**config.mk**
```make
export PLATFORM = sky130hd
export DESIGN_NAME = tcfg_top
export DESIGN_NICKNAME = d
export VERILOG_FILES = /design/src/logic/tcfg_pkg.sv /design/src/logic/tcfg_reg8.sv /design/src/logic/tcfg_top.sv
export VERILOG_INCLUDE_DIRS = /design/src /design/src/logic
export SDC_FILE = /design/constraint.sdc
export NUM_CORES = 1
export LEC_CHECK = 0
export BUFFER_PORTS_ARGS = -buffer_cell sky130_fd_sc_hd__buf_2
export CAP_MARGIN = 25
export CORE_UTILIZATION = 50
export DETAILED_ROUTE_END_ITERATION = 12
export GPL_ROUTABILITY_DRIVEN = 0
export PLACE_DENSITY = 0.77
export SYNTH_ARGS = -nofsm -noshare
export SYNTH_HDL_FRONTEND = slang
export SYNTH_SLANG_ARGS = --single-unit
```
**constraint.sdc**
```tcl
create_clock -name clk -period 1.7 [get_ports clk]
set_input_delay 0.255 -clock clk [delete_from_list [all_inputs] [get_ports clk]]
set_output_delay 0.255 -clock clk [all_outputs]
set_load 0.02 [all_outputs]
```
**src/logic/tcfg_regs.svh**
```systemverilog
// register indices, bank slots, divider codes and reset values of the transceiver config bank
// assumes the serial interface decodes an 8-bit register index
`ifndef TCFG_REGS_SVH
`define TCFG_REGS_SVH

// register indices (register numbers)
`define TCFG_IDX_LOS_THRESH   8'h07
`define TCFG_IDX_RX_SHAPING   8'h08
`define TCFG_IDX_RX_RECOVERY  8'h09
`define TCFG_IDX_TX_PATH      8'h0A
`define TCFG_IDX_TX_OUTPUT    8'h0B

// every register clears to zero
`define TCFG_RESET_VALUE      8'h00
`define TCFG_UNMAPPED_READ    8'h00
`define TCFG_NUM_REGS         5

// bank order used by the register array
`define TCFG_SLOT_LOS         0
`define TCFG_SLOT_SHAPING     1
`define TCFG_SLOT_RECOVERY    2
`define TCFG_SLOT_TX_PATH     3
`define TCFG_SLOT_TX_OUTPUT   4

// largest legal divider code (divide by 32)
`define TCFG_DIV_MAX_CODE     3'h5
`define TCFG_DIV_FULL_RATE    3'h0

`endif

```
**src/logic/tcfg_pkg.sv**
```systemverilog
// types of the transceiver config bank
// assumes tcfg_regs.svh holds the numeric constants
package tcfg_pkg;

  typedef enum logic [1:0] {
    TCFG_FD_AUTO   = 2'b00,
    TCFG_FD_10G3   = 2'b01,
    TCFG_FD_11G1   = 2'b10,
    TCFG_FD_TEST   = 2'b11
  } tcfg_fd_mode_t;

  typedef struct packed {
    logic       reserved7;
    logic [1:0] rx_out_deemphasis;
    logic       rx_driver_short_protect;
    logic [3:0] rx_out_amplitude;
  } tcfg_rx_shaping_t;

  typedef struct packed {
    tcfg_fd_mode_t rx_freq_detect_mode;
    logic          rx_freq_detect_force_on;
    logic          rx_freq_detect_force_off;
    logic          rx_fast_lock_off;
    logic [2:0]    rx_rate_divider;
  } tcfg_rx_recovery_t;

  typedef struct packed {
    logic tx_power_down;
    logic tx_driver_off;
    logic tx_invert_polarity;
    logic tx_recovery_off;
    logic tx_recovery_bypass;
    logic tx_offset_cancel_off;
    logic tx_equalizer_off;
    logic tx_analog_amplitude_select;
  } tcfg_tx_path_t;

  // decoded receive controls
  typedef struct packed {
    logic [5:0]    rx_signal_loss_level;
    logic [1:0]    rx_out_deemphasis;
    logic          rx_driver_short_protect;
    logic [3:0]    rx_out_amplitude;
    tcfg_fd_mode_t rx_freq_detect_mode;
    logic          rx_freq_detect_on;
    logic          rx_freq_detect_auto;
    logic          rx_fast_lock_en;
    logic [2:0]    rx_div_log2;
    logic          rx_bypass_active;
  } tcfg_rx_ctl_t;

  // decoded transmit controls
  typedef struct packed {
    logic       tx_path_en;
    logic       tx_driver_en;
    logic       tx_invert_polarity;
    logic       tx_recovery_off;
    logic       tx_bypass_active;
    logic       tx_offset_cancel_en;
    logic       tx_equalizer_off;
    logic       tx_analog_amplitude_select;
    logic [7:0] tx_output_config;
  } tcfg_tx_ctl_t;

endpackage

```
**src/logic/tcfg_reg8.sv**
```systemverilog
// one read/write configuration register with synchronous reset
// assumes write strobe and data are synchronous to clk
`timescale 1ns/10ps
`default_nettype none
`include "tcfg_regs.svh"

module tcfg_reg8 #(
  parameter logic [7:0] RESET_VALUE = `TCFG_RESET_VALUE
) (
  input  wire logic       clk,
  input  wire logic       rst,
  input  wire logic       wr_en,
  input  wire logic [7:0] wr_data,
  output var  logic [7:0] q
);

  always_ff @(posedge clk) begin
    if (rst) begin
      q <= RESET_VALUE;
    end else if (wr_en) begin
      q <= wr_data;
    end
  end

endmodule // tcfg_reg8

`default_nettype wire

```
**src/logic/tcfg_top.sv**
```systemverilog
// transceiver receive/transmit configuration register bank
// assumes the two-wire serial interface delivers index, data and strobes on clk
`timescale 1ns/10ps
`default_nettype none
`include "tcfg_regs.svh"

module tcfg_top #(
  parameter int NUM_REGS = `TCFG_NUM_REGS
) (
  input  wire logic                  clk,
  input  wire logic                  rst,
  input  wire logic                  wr_en,
  input  wire logic [7:0]            reg_index,
  input  wire logic [7:0]            wr_data,
  input  wire logic                  rx_bypass_request,
  output var  logic [7:0]            rd_data,
  output var  logic                  rd_hit,
  output var  tcfg_pkg::tcfg_rx_ctl_t rx_ctl,
  output var  tcfg_pkg::tcfg_tx_ctl_t tx_ctl
);
  import tcfg_pkg::*;

  // ****************************************
  // register array
  // ****************************************
  localparam logic [7:0] SLOT_INDEX [NUM_REGS] = '{
    `TCFG_IDX_LOS_THRESH,
    `TCFG_IDX_RX_SHAPING,
    `TCFG_IDX_RX_RECOVERY,
    `TCFG_IDX_TX_PATH,
    `TCFG_IDX_TX_OUTPUT
  };

  logic [7:0]        bank [NUM_REGS];
  logic [NUM_REGS-1:0] slot_sel;

  genvar g;
  generate
    for (g = 0; g < NUM_REGS; g++) begin : g_reg
      assign slot_sel[g] = (reg_index == SLOT_INDEX[g]);
      // all bits stored, reserved ones included, reset to zero
      tcfg_reg8 #(
        .RESET_VALUE (`TCFG_RESET_VALUE)
      ) u_reg (
        .clk     (clk),
        .rst     (rst),
        .wr_en   (wr_en && slot_sel[g]),
        .wr_data (wr_data),
        .q       (bank[g])
      );
    end
  endgenerate

  // ****************************************
  // read path
  // ****************************************
  logic [7:0] next_rd_data;
  logic       next_rd_hit;

  always_comb begin
    next_rd_data = `TCFG_UNMAPPED_READ;
    next_rd_hit  = 1'b0;
    if (reg_index == `TCFG_IDX_LOS_THRESH) begin
      next_rd_data = bank[`TCFG_SLOT_LOS];
      next_rd_hit  = 1'b1;
    end else if (reg_index == `TCFG_IDX_RX_SHAPING) begin
      next_rd_data = bank[`TCFG_SLOT_SHAPING];
      next_rd_hit  = 1'b1;
    end else if (reg_index == `TCFG_IDX_RX_RECOVERY) begin
      next_rd_data = bank[`TCFG_SLOT_RECOVERY];
      next_rd_hit  = 1'b1;
    end else if (reg_index == `TCFG_IDX_TX_PATH) begin
      next_rd_data = bank[`TCFG_SLOT_TX_PATH];
      next_rd_hit  = 1'b1;
    end else if (reg_index == `TCFG_IDX_TX_OUTPUT) begin
      next_rd_data = bank[`TCFG_SLOT_TX_OUTPUT];
      next_rd_hit  = 1'b1;
    end
  end

  always_ff @(posedge clk) begin
    if (rst) begin
      rd_data <= `TCFG_RESET_VALUE;
      rd_hit  <= 1'b0;
    end else begin
      rd_data <= next_rd_data;
      rd_hit  <= next_rd_hit;
    end
  end

  // ****************************************
  // field views
  // ****************************************
  tcfg_rx_shaping_t  shaping;
  tcfg_rx_recovery_t recovery;
  tcfg_tx_path_t     txp;
  logic              both_bypass;

  assign shaping     = tcfg_rx_shaping_t'(bank[`TCFG_SLOT_SHAPING]);
  assign recovery    = tcfg_rx_recovery_t'(bank[`TCFG_SLOT_RECOVERY]);
  assign txp         = tcfg_tx_path_t'(bank[`TCFG_SLOT_TX_PATH]);
  // bypass needs both ends set together
  assign both_bypass = txp.tx_recovery_bypass & rx_bypass_request;

  // ****************************************
  // receive control decode
  // ****************************************
  tcfg_rx_ctl_t next_rx_ctl;

  always_comb begin
    next_rx_ctl = '0;
    next_rx_ctl.rx_signal_loss_level    = bank[`TCFG_SLOT_LOS][5:0];
    next_rx_ctl.rx_out_deemphasis       = shaping.rx_out_deemphasis;
    next_rx_ctl.rx_driver_short_protect = shaping.rx_driver_short_protect;
    next_rx_ctl.rx_out_amplitude        = shaping.rx_out_amplitude;
    next_rx_ctl.rx_freq_detect_mode     = recovery.rx_freq_detect_mode;
    // force off dominates force on
    if (recovery.rx_freq_detect_force_off) begin
      next_rx_ctl.rx_freq_detect_on   = 1'b0;
      next_rx_ctl.rx_freq_detect_auto = 1'b0;
    end else if (recovery.rx_freq_detect_force_on) begin
      next_rx_ctl.rx_freq_detect_on   = 1'b1;
      next_rx_ctl.rx_freq_detect_auto = 1'b0;
    end else begin
      next_rx_ctl.rx_freq_detect_on   = 1'b0;
      next_rx_ctl.rx_freq_detect_auto = 1'b1;
    end
    next_rx_ctl.rx_fast_lock_en = ~recovery.rx_fast_lock_off;
    // undefined codes fall back to full rate
    if (recovery.rx_rate_divider <= `TCFG_DIV_MAX_CODE) begin
      next_rx_ctl.rx_div_log2 = recovery.rx_rate_divider;
    end else begin
      next_rx_ctl.rx_div_log2 = `TCFG_DIV_FULL_RATE;
    end
    next_rx_ctl.rx_bypass_active = both_bypass;
  end

  // ****************************************
  // transmit control decode
  // ****************************************
  tcfg_tx_ctl_t next_tx_ctl;

  always_comb begin
    next_tx_ctl = '0;
    next_tx_ctl.tx_path_en                 = ~txp.tx_power_down;
    next_tx_ctl.tx_driver_en               = ~txp.tx_driver_off;
    next_tx_ctl.tx_invert_polarity         = txp.tx_invert_polarity;
    next_tx_ctl.tx_recovery_off            = txp.tx_recovery_off;
    next_tx_ctl.tx_bypass_active           = both_bypass;
    next_tx_ctl.tx_offset_cancel_en        = ~txp.tx_offset_cancel_off;
    next_tx_ctl.tx_equalizer_off           = txp.tx_equalizer_off;
    next_tx_ctl.tx_analog_amplitude_select = txp.tx_analog_amplitude_select;
    next_tx_ctl.tx_output_config           = bank[`TCFG_SLOT_TX_OUTPUT];
  end

  always_ff @(posedge clk) begin
    if (rst) begin
      rx_ctl <= '0;
      // zero recovery register decodes to fast lock and auto detect
      rx_ctl.rx_fast_lock_en     <= 1'b1;
      rx_ctl.rx_freq_detect_auto <= 1'b1;
    end else begin
      rx_ctl <= next_rx_ctl;
    end
  end

  always_ff @(posedge clk) begin
    if (rst) begin
      tx_ctl <= '0;
      // enables are active-high decodes of zero bits
      tx_ctl.tx_path_en          <= 1'b1;
      tx_ctl.tx_driver_en        <= 1'b1;
      tx_ctl.tx_offset_cancel_en <= 1'b1;
    end else begin
      tx_ctl <= next_tx_ctl;
    end
  end

  // ****************************************
  // assertions
  // ****************************************
  a_write_readback: assert property (@(posedge clk) disable iff (rst)
    wr_en && reg_index == `TCFG_IDX_TX_PATH ##1 reg_index == `TCFG_IDX_TX_PATH && !wr_en
    |=> rd_data == $past(wr_data, 2))
    else $error("tx path register did not read back written value");
  a_unmapped_zero: assert property (@(posedge clk) disable iff (rst)
    !(slot_sel != '0) |=> rd_data == `TCFG_UNMAPPED_READ && !rd_hit)
    else $error("unmapped index did not read as zero");
  a_mapped_hit: assert property (@(posedge clk) disable iff (rst)
    slot_sel != '0 |=> rd_hit)
    else $error("mapped index did not flag a hit");
  a_los_level: assert property (@(posedge clk) disable iff (rst)
    wr_en && reg_index == `TCFG_IDX_LOS_THRESH |=> ##1 rx_ctl.rx_signal_loss_level
      == $past(wr_data[5:0], 2))
    else $error("loss level output does not follow bits 5 to 0");
  a_los_follow: assert property (@(posedge clk) disable iff (rst)
    1'b1 |=> rx_ctl.rx_signal_loss_level == $past(bank[`TCFG_SLOT_LOS][5:0]))
    else $error("loss level output lost track of its register");
  a_deemph_map: assert property (@(posedge clk) disable iff (rst)
    1'b1 |=> rx_ctl.rx_out_deemphasis == $past(bank[`TCFG_SLOT_SHAPING][6:5]))
    else $error("de-emphasis output does not follow bits 6 to 5");
  a_short_protect: assert property (@(posedge clk) disable iff (rst)
    1'b1 |=> rx_ctl.rx_driver_short_protect == $past(bank[`TCFG_SLOT_SHAPING][4]))
    else $error("short-circuit protection does not follow bit 4");
  a_amp_map: assert property (@(posedge clk) disable iff (rst)
    1'b1 |=> rx_ctl.rx_out_amplitude == $past(bank[`TCFG_SLOT_SHAPING][3:0]))
    else $error("receive amplitude does not follow bits 3 to 0");
  a_fd_mode: assert property (@(posedge clk) disable iff (rst)
    1'b1 |=> rx_ctl.rx_freq_detect_mode == $past(bank[`TCFG_SLOT_RECOVERY][7:6]))
    else $error("detection mode does not follow bits 7 to 6");
  a_fd_force_off: assert property (@(posedge clk) disable iff (rst)
    recovery.rx_freq_detect_force_off |=> !rx_ctl.rx_freq_detect_on && !rx_ctl.rx_freq_detect_auto)
    else $error("frequency detector not held off");
  a_fd_force_on: assert property (@(posedge clk) disable iff (rst)
    recovery.rx_freq_detect_force_on && !recovery.rx_freq_detect_force_off
      |=> rx_ctl.rx_freq_detect_on)
    else $error("frequency detector not held on");
  a_fd_auto: assert property (@(posedge clk) disable iff (rst)
    !bank[`TCFG_SLOT_RECOVERY][5] && !bank[`TCFG_SLOT_RECOVERY][4]
      |=> rx_ctl.rx_freq_detect_auto && !rx_ctl.rx_freq_detect_on)
    else $error("frequency detector not in automatic mode");
  a_fast_lock: assert property (@(posedge clk) disable iff (rst)
    1'b1 |=> rx_ctl.rx_fast_lock_en == !$past(recovery.rx_fast_lock_off))
    else $error("fast lock does not follow its disable bit");
  a_divider_map: assert property (@(posedge clk) disable iff (rst)
    recovery.rx_rate_divider == 3'h5 |=> rx_ctl.rx_div_log2 == 3'h5)
    else $error("divide by 32 code not decoded");
  a_divider_fallback: assert property (@(posedge clk) disable iff (rst)
    recovery.rx_rate_divider > `TCFG_DIV_MAX_CODE
      |=> rx_ctl.rx_div_log2 == `TCFG_DIV_FULL_RATE)
    else $error("undefined divider code not decoded as full rate");
  a_power_down: assert property (@(posedge clk) disable iff (rst)
    $rose(txp.tx_power_down) |=> !tx_ctl.tx_path_en)
    else $error("transmit path not powered down");
  a_power_up: assert property (@(posedge clk) disable iff (rst)
    $fell(bank[`TCFG_SLOT_TX_PATH][7]) |=> tx_ctl.tx_path_en)
    else $error("transmit path not powered up");
  a_driver_off: assert property (@(posedge clk) disable iff (rst)
    1'b1 |=> tx_ctl.tx_driver_en == !$past(bank[`TCFG_SLOT_TX_PATH][6]))
    else $error("driver enable does not follow bit 6");
  a_polarity_map: assert property (@(posedge clk) disable iff (rst)
    1'b1 |=> tx_ctl.tx_invert_polarity == $past(bank[`TCFG_SLOT_TX_PATH][5]))
    else $error("polarity does not follow bit 5");
  a_tx_recovery_off: assert property (@(posedge clk) disable iff (rst)
    1'b1 |=> tx_ctl.tx_recovery_off == $past(bank[`TCFG_SLOT_TX_PATH][4]))
    else $error("transmit recovery disable does not follow bit 4");
  a_bypass_pair: assert property (@(posedge clk) disable iff (rst)
    !(txp.tx_recovery_bypass && rx_bypass_request)
      |=> !tx_ctl.tx_bypass_active && !rx_ctl.rx_bypass_active)
    else $error("bypass active without both bits set");
  a_tx_bypass_both: assert property (@(posedge clk) disable iff (rst)
    bank[`TCFG_SLOT_TX_PATH][3] && rx_bypass_request |=> tx_ctl.tx_bypass_active)
    else $error("transmit bypass not active with both bits set");
  a_bypass_both: assert property (@(posedge clk) disable iff (rst)
    txp.tx_recovery_bypass && rx_bypass_request |=> rx_ctl.rx_bypass_active)
    else $error("receive bypass not active with both bits set");
  a_offset_cancel: assert property (@(posedge clk) disable iff (rst)
    1'b1 |=> tx_ctl.tx_offset_cancel_en == !$past(bank[`TCFG_SLOT_TX_PATH][2]))
    else $error("offset cancellation does not follow bit 2");
  a_equalizer_off: assert property (@(posedge clk) disable iff (rst)
    1'b1 |=> tx_ctl.tx_equalizer_off == $past(bank[`TCFG_SLOT_TX_PATH][1]))
    else $error("equalizer disable does not follow bit 1");
  a_amp_select: assert property (@(posedge clk) disable iff (rst)
    wr_en && reg_index == `TCFG_IDX_TX_PATH |=> ##1
      tx_ctl.tx_analog_amplitude_select == $past(wr_data[0], 2))
    else $error("amplitude select does not follow bit 0");
  a_tx_output_raw: assert property (@(posedge clk) disable iff (rst)
    1'b1 |=> tx_ctl.tx_output_config == $past(bank[`TCFG_SLOT_TX_OUTPUT]))
    else $error("transmit output register not passed through");
  a_reset_read: assert property (@(posedge clk)
    rst |=> rd_data == `TCFG_RESET_VALUE && !rd_hit)
    else $error("read port not cleared by reset");
  a_reset_bank: assert property (@(posedge clk)
    rst |=> (bank[`TCFG_SLOT_LOS] | bank[`TCFG_SLOT_SHAPING] | bank[`TCFG_SLOT_RECOVERY]
      | bank[`TCFG_SLOT_TX_PATH] | bank[`TCFG_SLOT_TX_OUTPUT]) == `TCFG_RESET_VALUE)
    else $error("register bank not cleared by reset");
  a_reset_rx_decode: assert property (@(posedge clk)
    rst |=> rx_ctl.rx_fast_lock_en && rx_ctl.rx_freq_detect_auto)
    else $error("receive decode wrong in reset");
  a_reset_tx_decode: assert property (@(posedge clk)
    rst |=> tx_ctl.tx_path_en && tx_ctl.tx_driver_en && tx_ctl.tx_offset_cancel_en)
    else $error("transmit decode wrong in reset");

endmodule // tcfg_top

`default_nettype wire

```
-- Word level (Yosys, flattened, before mapping)
Index checks and enable logic that the tools add are counted.
W data, S select, Z words.
- bits in registers: 86
- bits in read-only memories: 0
- output and inout port bits: 47
- logic and storage cells: 56
- bits of input ports: 20
- memories: 0
- bits in latches: 0
- memory bits (writable): 0
- shift operators: 0
- multipliers: 0
- muxes and demuxes: 12
- reduce and logical (&&, ||, !) cells: 7
- $lt $le $gt $ge: 1
- add/subtract/negate cells: 0
- eq/ne operators: 5
- div/mod/pow operators: 0
- bitwise logic cells: 6
- operators by type and width (cell ; number):
    $mux W8 ; 5
    $eq A8 B4 Y1 const B ; 4
    $eq A8 B3 Y1 const B ; 1
    $mux W1 ; 6
    $logic_and A1 B1 Y1 ; 5
    $not A1 Y1 ; 5
    $reduce_or A2 Y1 ; 2
    $le A3 B3 Y1 const B ; 1
    $mux W2 ; 1
    $and A1 B1 Y1 ; 1

-- Logic depth before layout (Yosys ltp)
- word-level depth: 6
- depth in mapped cells: 6
- mapped depth without buffers: 3

-- Cells and area by module
A second synthesis with hierarchy kept.
- cell total of the unflattened synthesis: 280
- area, all modules: 3086.7 um^2
- modules (own cells, without submodules) (module ; area each (um^2) ; sequential area each (um^2) ; cells an instance ; times used):
    tcfg_top ; 1660.3 ; 920.9 ; 150 ; 1
    tcfg_reg8 ; 285.3 ; 160.2 ; 26 ; 5

-- Least setup slack after synthesis
Ideal clock, no wire load.
- kind: input port to flip-flop
- start point: in reg_index[6]
- end point: reg g_reg[4].u_reg.q[7]
- stages on the path: 4
- required time: 1.628 ns
- setup time: 0.072 ns
- arrival time: 1.257 ns
- setup slack: 0.372 ns
- path buffers: 1
- path through: or3_4 > nor4b_2 > buf_6 > mux2i_1
- cells in the longest elaborated chain, start to end: 2
- ends and longest elaborated chain (item ; line ; RTL):
    start, declared ; tcfg_top.sv:13 ; input wire logic [7:0] reg_index,
    $eq A8 B4 Y1 ; tcfg_top.sv:40 ; assign slot_sel[g] = (reg_index == SLOT_INDEX[g]);
    $logic_and A1 B1 Y1 ; tcfg_top.sv:47 ; .wr_en (wr_en && slot_sel[g]),
    end signal, assigned ; tcfg_reg8.sv:21 ; q <= wr_data;
    end, declared ; tcfg_reg8.sv:14 ; output var logic [7:0] q
Every way passes these cells.
A chain may end at the register's enable or synchronous reset.

-- Worst setup path in the final report
- start point: in reg_index[6]
- end point: reg g_reg[4].u_reg.q[5]
The elaborated chain is that of the path after synthesis.

==> out/qor.yml <==
cts_hold_buf: 0
postCtsResizedCells: 0
cts_inserted_buffers: 9
die_x_um: 81.1
synth_nets: 299
overflow: 0
critPathArrivalTime_ps: 1460
peakVddDrop_mv: 0.521
firstDrtPassIters: 4
async_flop_share_pct: 0
seqPwrFrac_pct: 56.4
grt_pass1_wl_um: 9870
seq_area_um2: 1720
grt_pass1_vias: 2016
cts_buffer_depth: 2
ff2ff_path_depth: 3
num_io_pins: 67
syn_to_final_growth_pct: 20.0
grt.total_usage_pct: 20.7
hold_depth: 3
worst_pin_slew_ps: 408
yosys_most_used_dff: "dfxtp_1"
layout-drive-gt1-share_pct: 35.2
io_buffer_count: 66
yosysSeqAreaShare_pct: 55.0
outcome: "finished, final reports clean"
place.detailed.hpwl_um: 4480
worstSetupPathType: "primary input to flip-flop"
synth_area_leaders: "dfxtp_1 (55%), mux2i_1 (13%), nand2b_1 (7.2%)"
skew_ps: 8.61
ys_warn_count: 0
synth.distinct_cells: 30
period_minus_slack_ps: 1180
hold_start: "rx_bypass_request"
power.leakage_uw: 0.00196
post_synth.cell_area_avg_um2: 11.2
power.share.switching_pct: 22.0
max_slew_margin_pct: 72.8
multi_input_area_um2: 1200
intPower_uw: 2790
final.setup.tns_ps: 0
finalCritPeriodShare_pct: 69.1
p_switching_uw: 785
num-fill-cells: 498
vias: 2163
root_buffer: "clkbuf_8"
clk_latency_ps: 350
h-tree-depth: 3
cp_data_required_time_ps: 1980
floorplan.die_area_um2: 6580
grt_max_degree: 34
num_rows: 28
hold_viol_final: 0
critPathLaunch: "reg_index[6]"
power.density_nw_per_um2: 953
synth_edf_count: 0
antennaDiodeCount: 0
fin_nets: 373
antenna_found_initial: 0
cts.clk_slew.worst_paths_ps: 90
drv_cap: 0
cp-start-kind: "primary input"
ant_nets: 0
core_area_um2: 5990
drt_iter0_drc: 141
start_util_pct: 52.2
worstPathMaxFanout: 8
vias_per_cell: 5.00
netlist.area_leader.share_pct: 55.0
setup_viol: 0
max_clock_freq_mhz: 851
rsz0062_at_grt: "false"
ys_ff_latch: 86
endpoint_kind: "flip-flop"
postSynthCellCount: 279
comb_power_share_pct: 3.8
power_uw: 3570
mappedNetlistArea_um2: 3130
cts.sinks: 86
clkPwrFrac_pct: 39.9
drc: 0
wl_per_cell_um: 14.7
reg2reg_from: "g_reg[2].u_reg.q[1]"
synth_top_cell_by_area: "dfxtp_1"
post-cts-setup-buffers: 0
hp-class: "primary input to flip-flop"
slew_viol_final: 0
cts_tree: "yes"
wl_um: 6340
die_y_um: 81.1
[worst paths after layout]
path / endpoint / slack [ps]
setup reg to reg: rd_data[1] / 640
hold / removal: tx_ctl[11] / 110
hold reg to reg: tx_ctl[15] / 430
setup / recovery: g_reg[4].u_reg.q[5] / 520
[stage by stage]
stage	util [%]	hold WS (ps)	setup slack, ps	cells	area [um2]
global placement	59.3	411	197	417	3550
detailed placement	59.3	416	140	417	3550
finish	62.6	113	525	433	3750
CTS	62.6	107	511	433	3750
floorplan	-	376	372	279	3130
global route	62.6	137	454	433	3750
[flip-flops by register name, summed over array words and instances (netlist names)]
name and cells:
tx_ctl 16, g.u_reg.q 40, rx_ctl 21, rd_data 8
rd_hit 1
[worst max-delay path, cell delays in order]
cell and delay [ps]:
buf_2 100, or3_4 380, nor4b_2 260, buf_4 250, mux2i_1 210
[power groups by stage]
stage | combinational [uW] | clock (uW) | sequential, uW
6_report | 134 | 1430 | 2010
5_1_grt | 145 | 1520 | 2020
4_1_cts | 134 | 1450 | 2010
3_5_place_dp | 134 | 0 | 2060
3_3_place_gp | 131 | 0 | 2060
2_1_floorplan | 78.2 | 0 | 2060
[logic make-up after synthesis]
family / synth area share (%)
flip-flops: 55.0
buffers and inverters: 6.44
multiplexers: 16.8
AND/OR/NAND/NOR: 16.7
AO/OA/AOI/OAI: 5.08
[synth_stat cells, types with 2 or more instances]
cell / instances
buf_4: 4
mux2_2: 11
a21oi_1: 9
buf_2: 5
buf_6: 2
nor4b_2: 2
clkbuf_1: 5
nor2_1: 4
inv_1: 28
mux2i_1: 40
a22oi_1: 13
or2b_2: 13
nand4b_1: 2
nand2b_1: 36
nand2_1: 5
dfxtp_1: 86
[metal layers]
| metal | wire length [um] | track usage (%) |
|---|---|---|
| met2 | 3030 | 32.2 |
| met5 | 0 | 0 |
| met4 | 134 | 10.2 |
| met3 | 174 | 3.37 |
| met1 | 3000 | 27.7 |
[final cells by class]
class | count | share of cell area [%]
inverters | 28 | 2.80
clock buffers | 10 | 3.67
well taps | 75 | 2.50
clock inverters | 6 | 1.63
repair buffers | 79 | 11.4
flip-flops and latches | 86 | 45.9
multi-input cells | 149 | 32.1
[cells in the final DEF (no fill, tap or decap), types with 2 or more instances in the layout]
| cell type | netlist | routed |
|---|---|---|
| nor4b_2 | 2 | 2 |
| mux2_2 | 11 | 11 |
| nor2_1 | 4 | 4 |
| dfxtp_1 | 86 | 86 |
| buf_4 | 4 | 13 |
| clkinv_2 | 0 | 3 |
| buf_2 | 5 | 66 |
| a22oi_1 | 13 | 13 |
| nand2_1 | 5 | 5 |
| nand2b_1 | 36 | 36 |
| mux2i_1 | 40 | 40 |
| clkbuf_8 | 0 | 10 |
| nand4b_1 | 2 | 2 |
| a21oi_1 | 9 | 9 |
| or2b_2 | 13 | 13 |
| inv_1 | 28 | 28 |
Power figures use the tool's default switching activity.
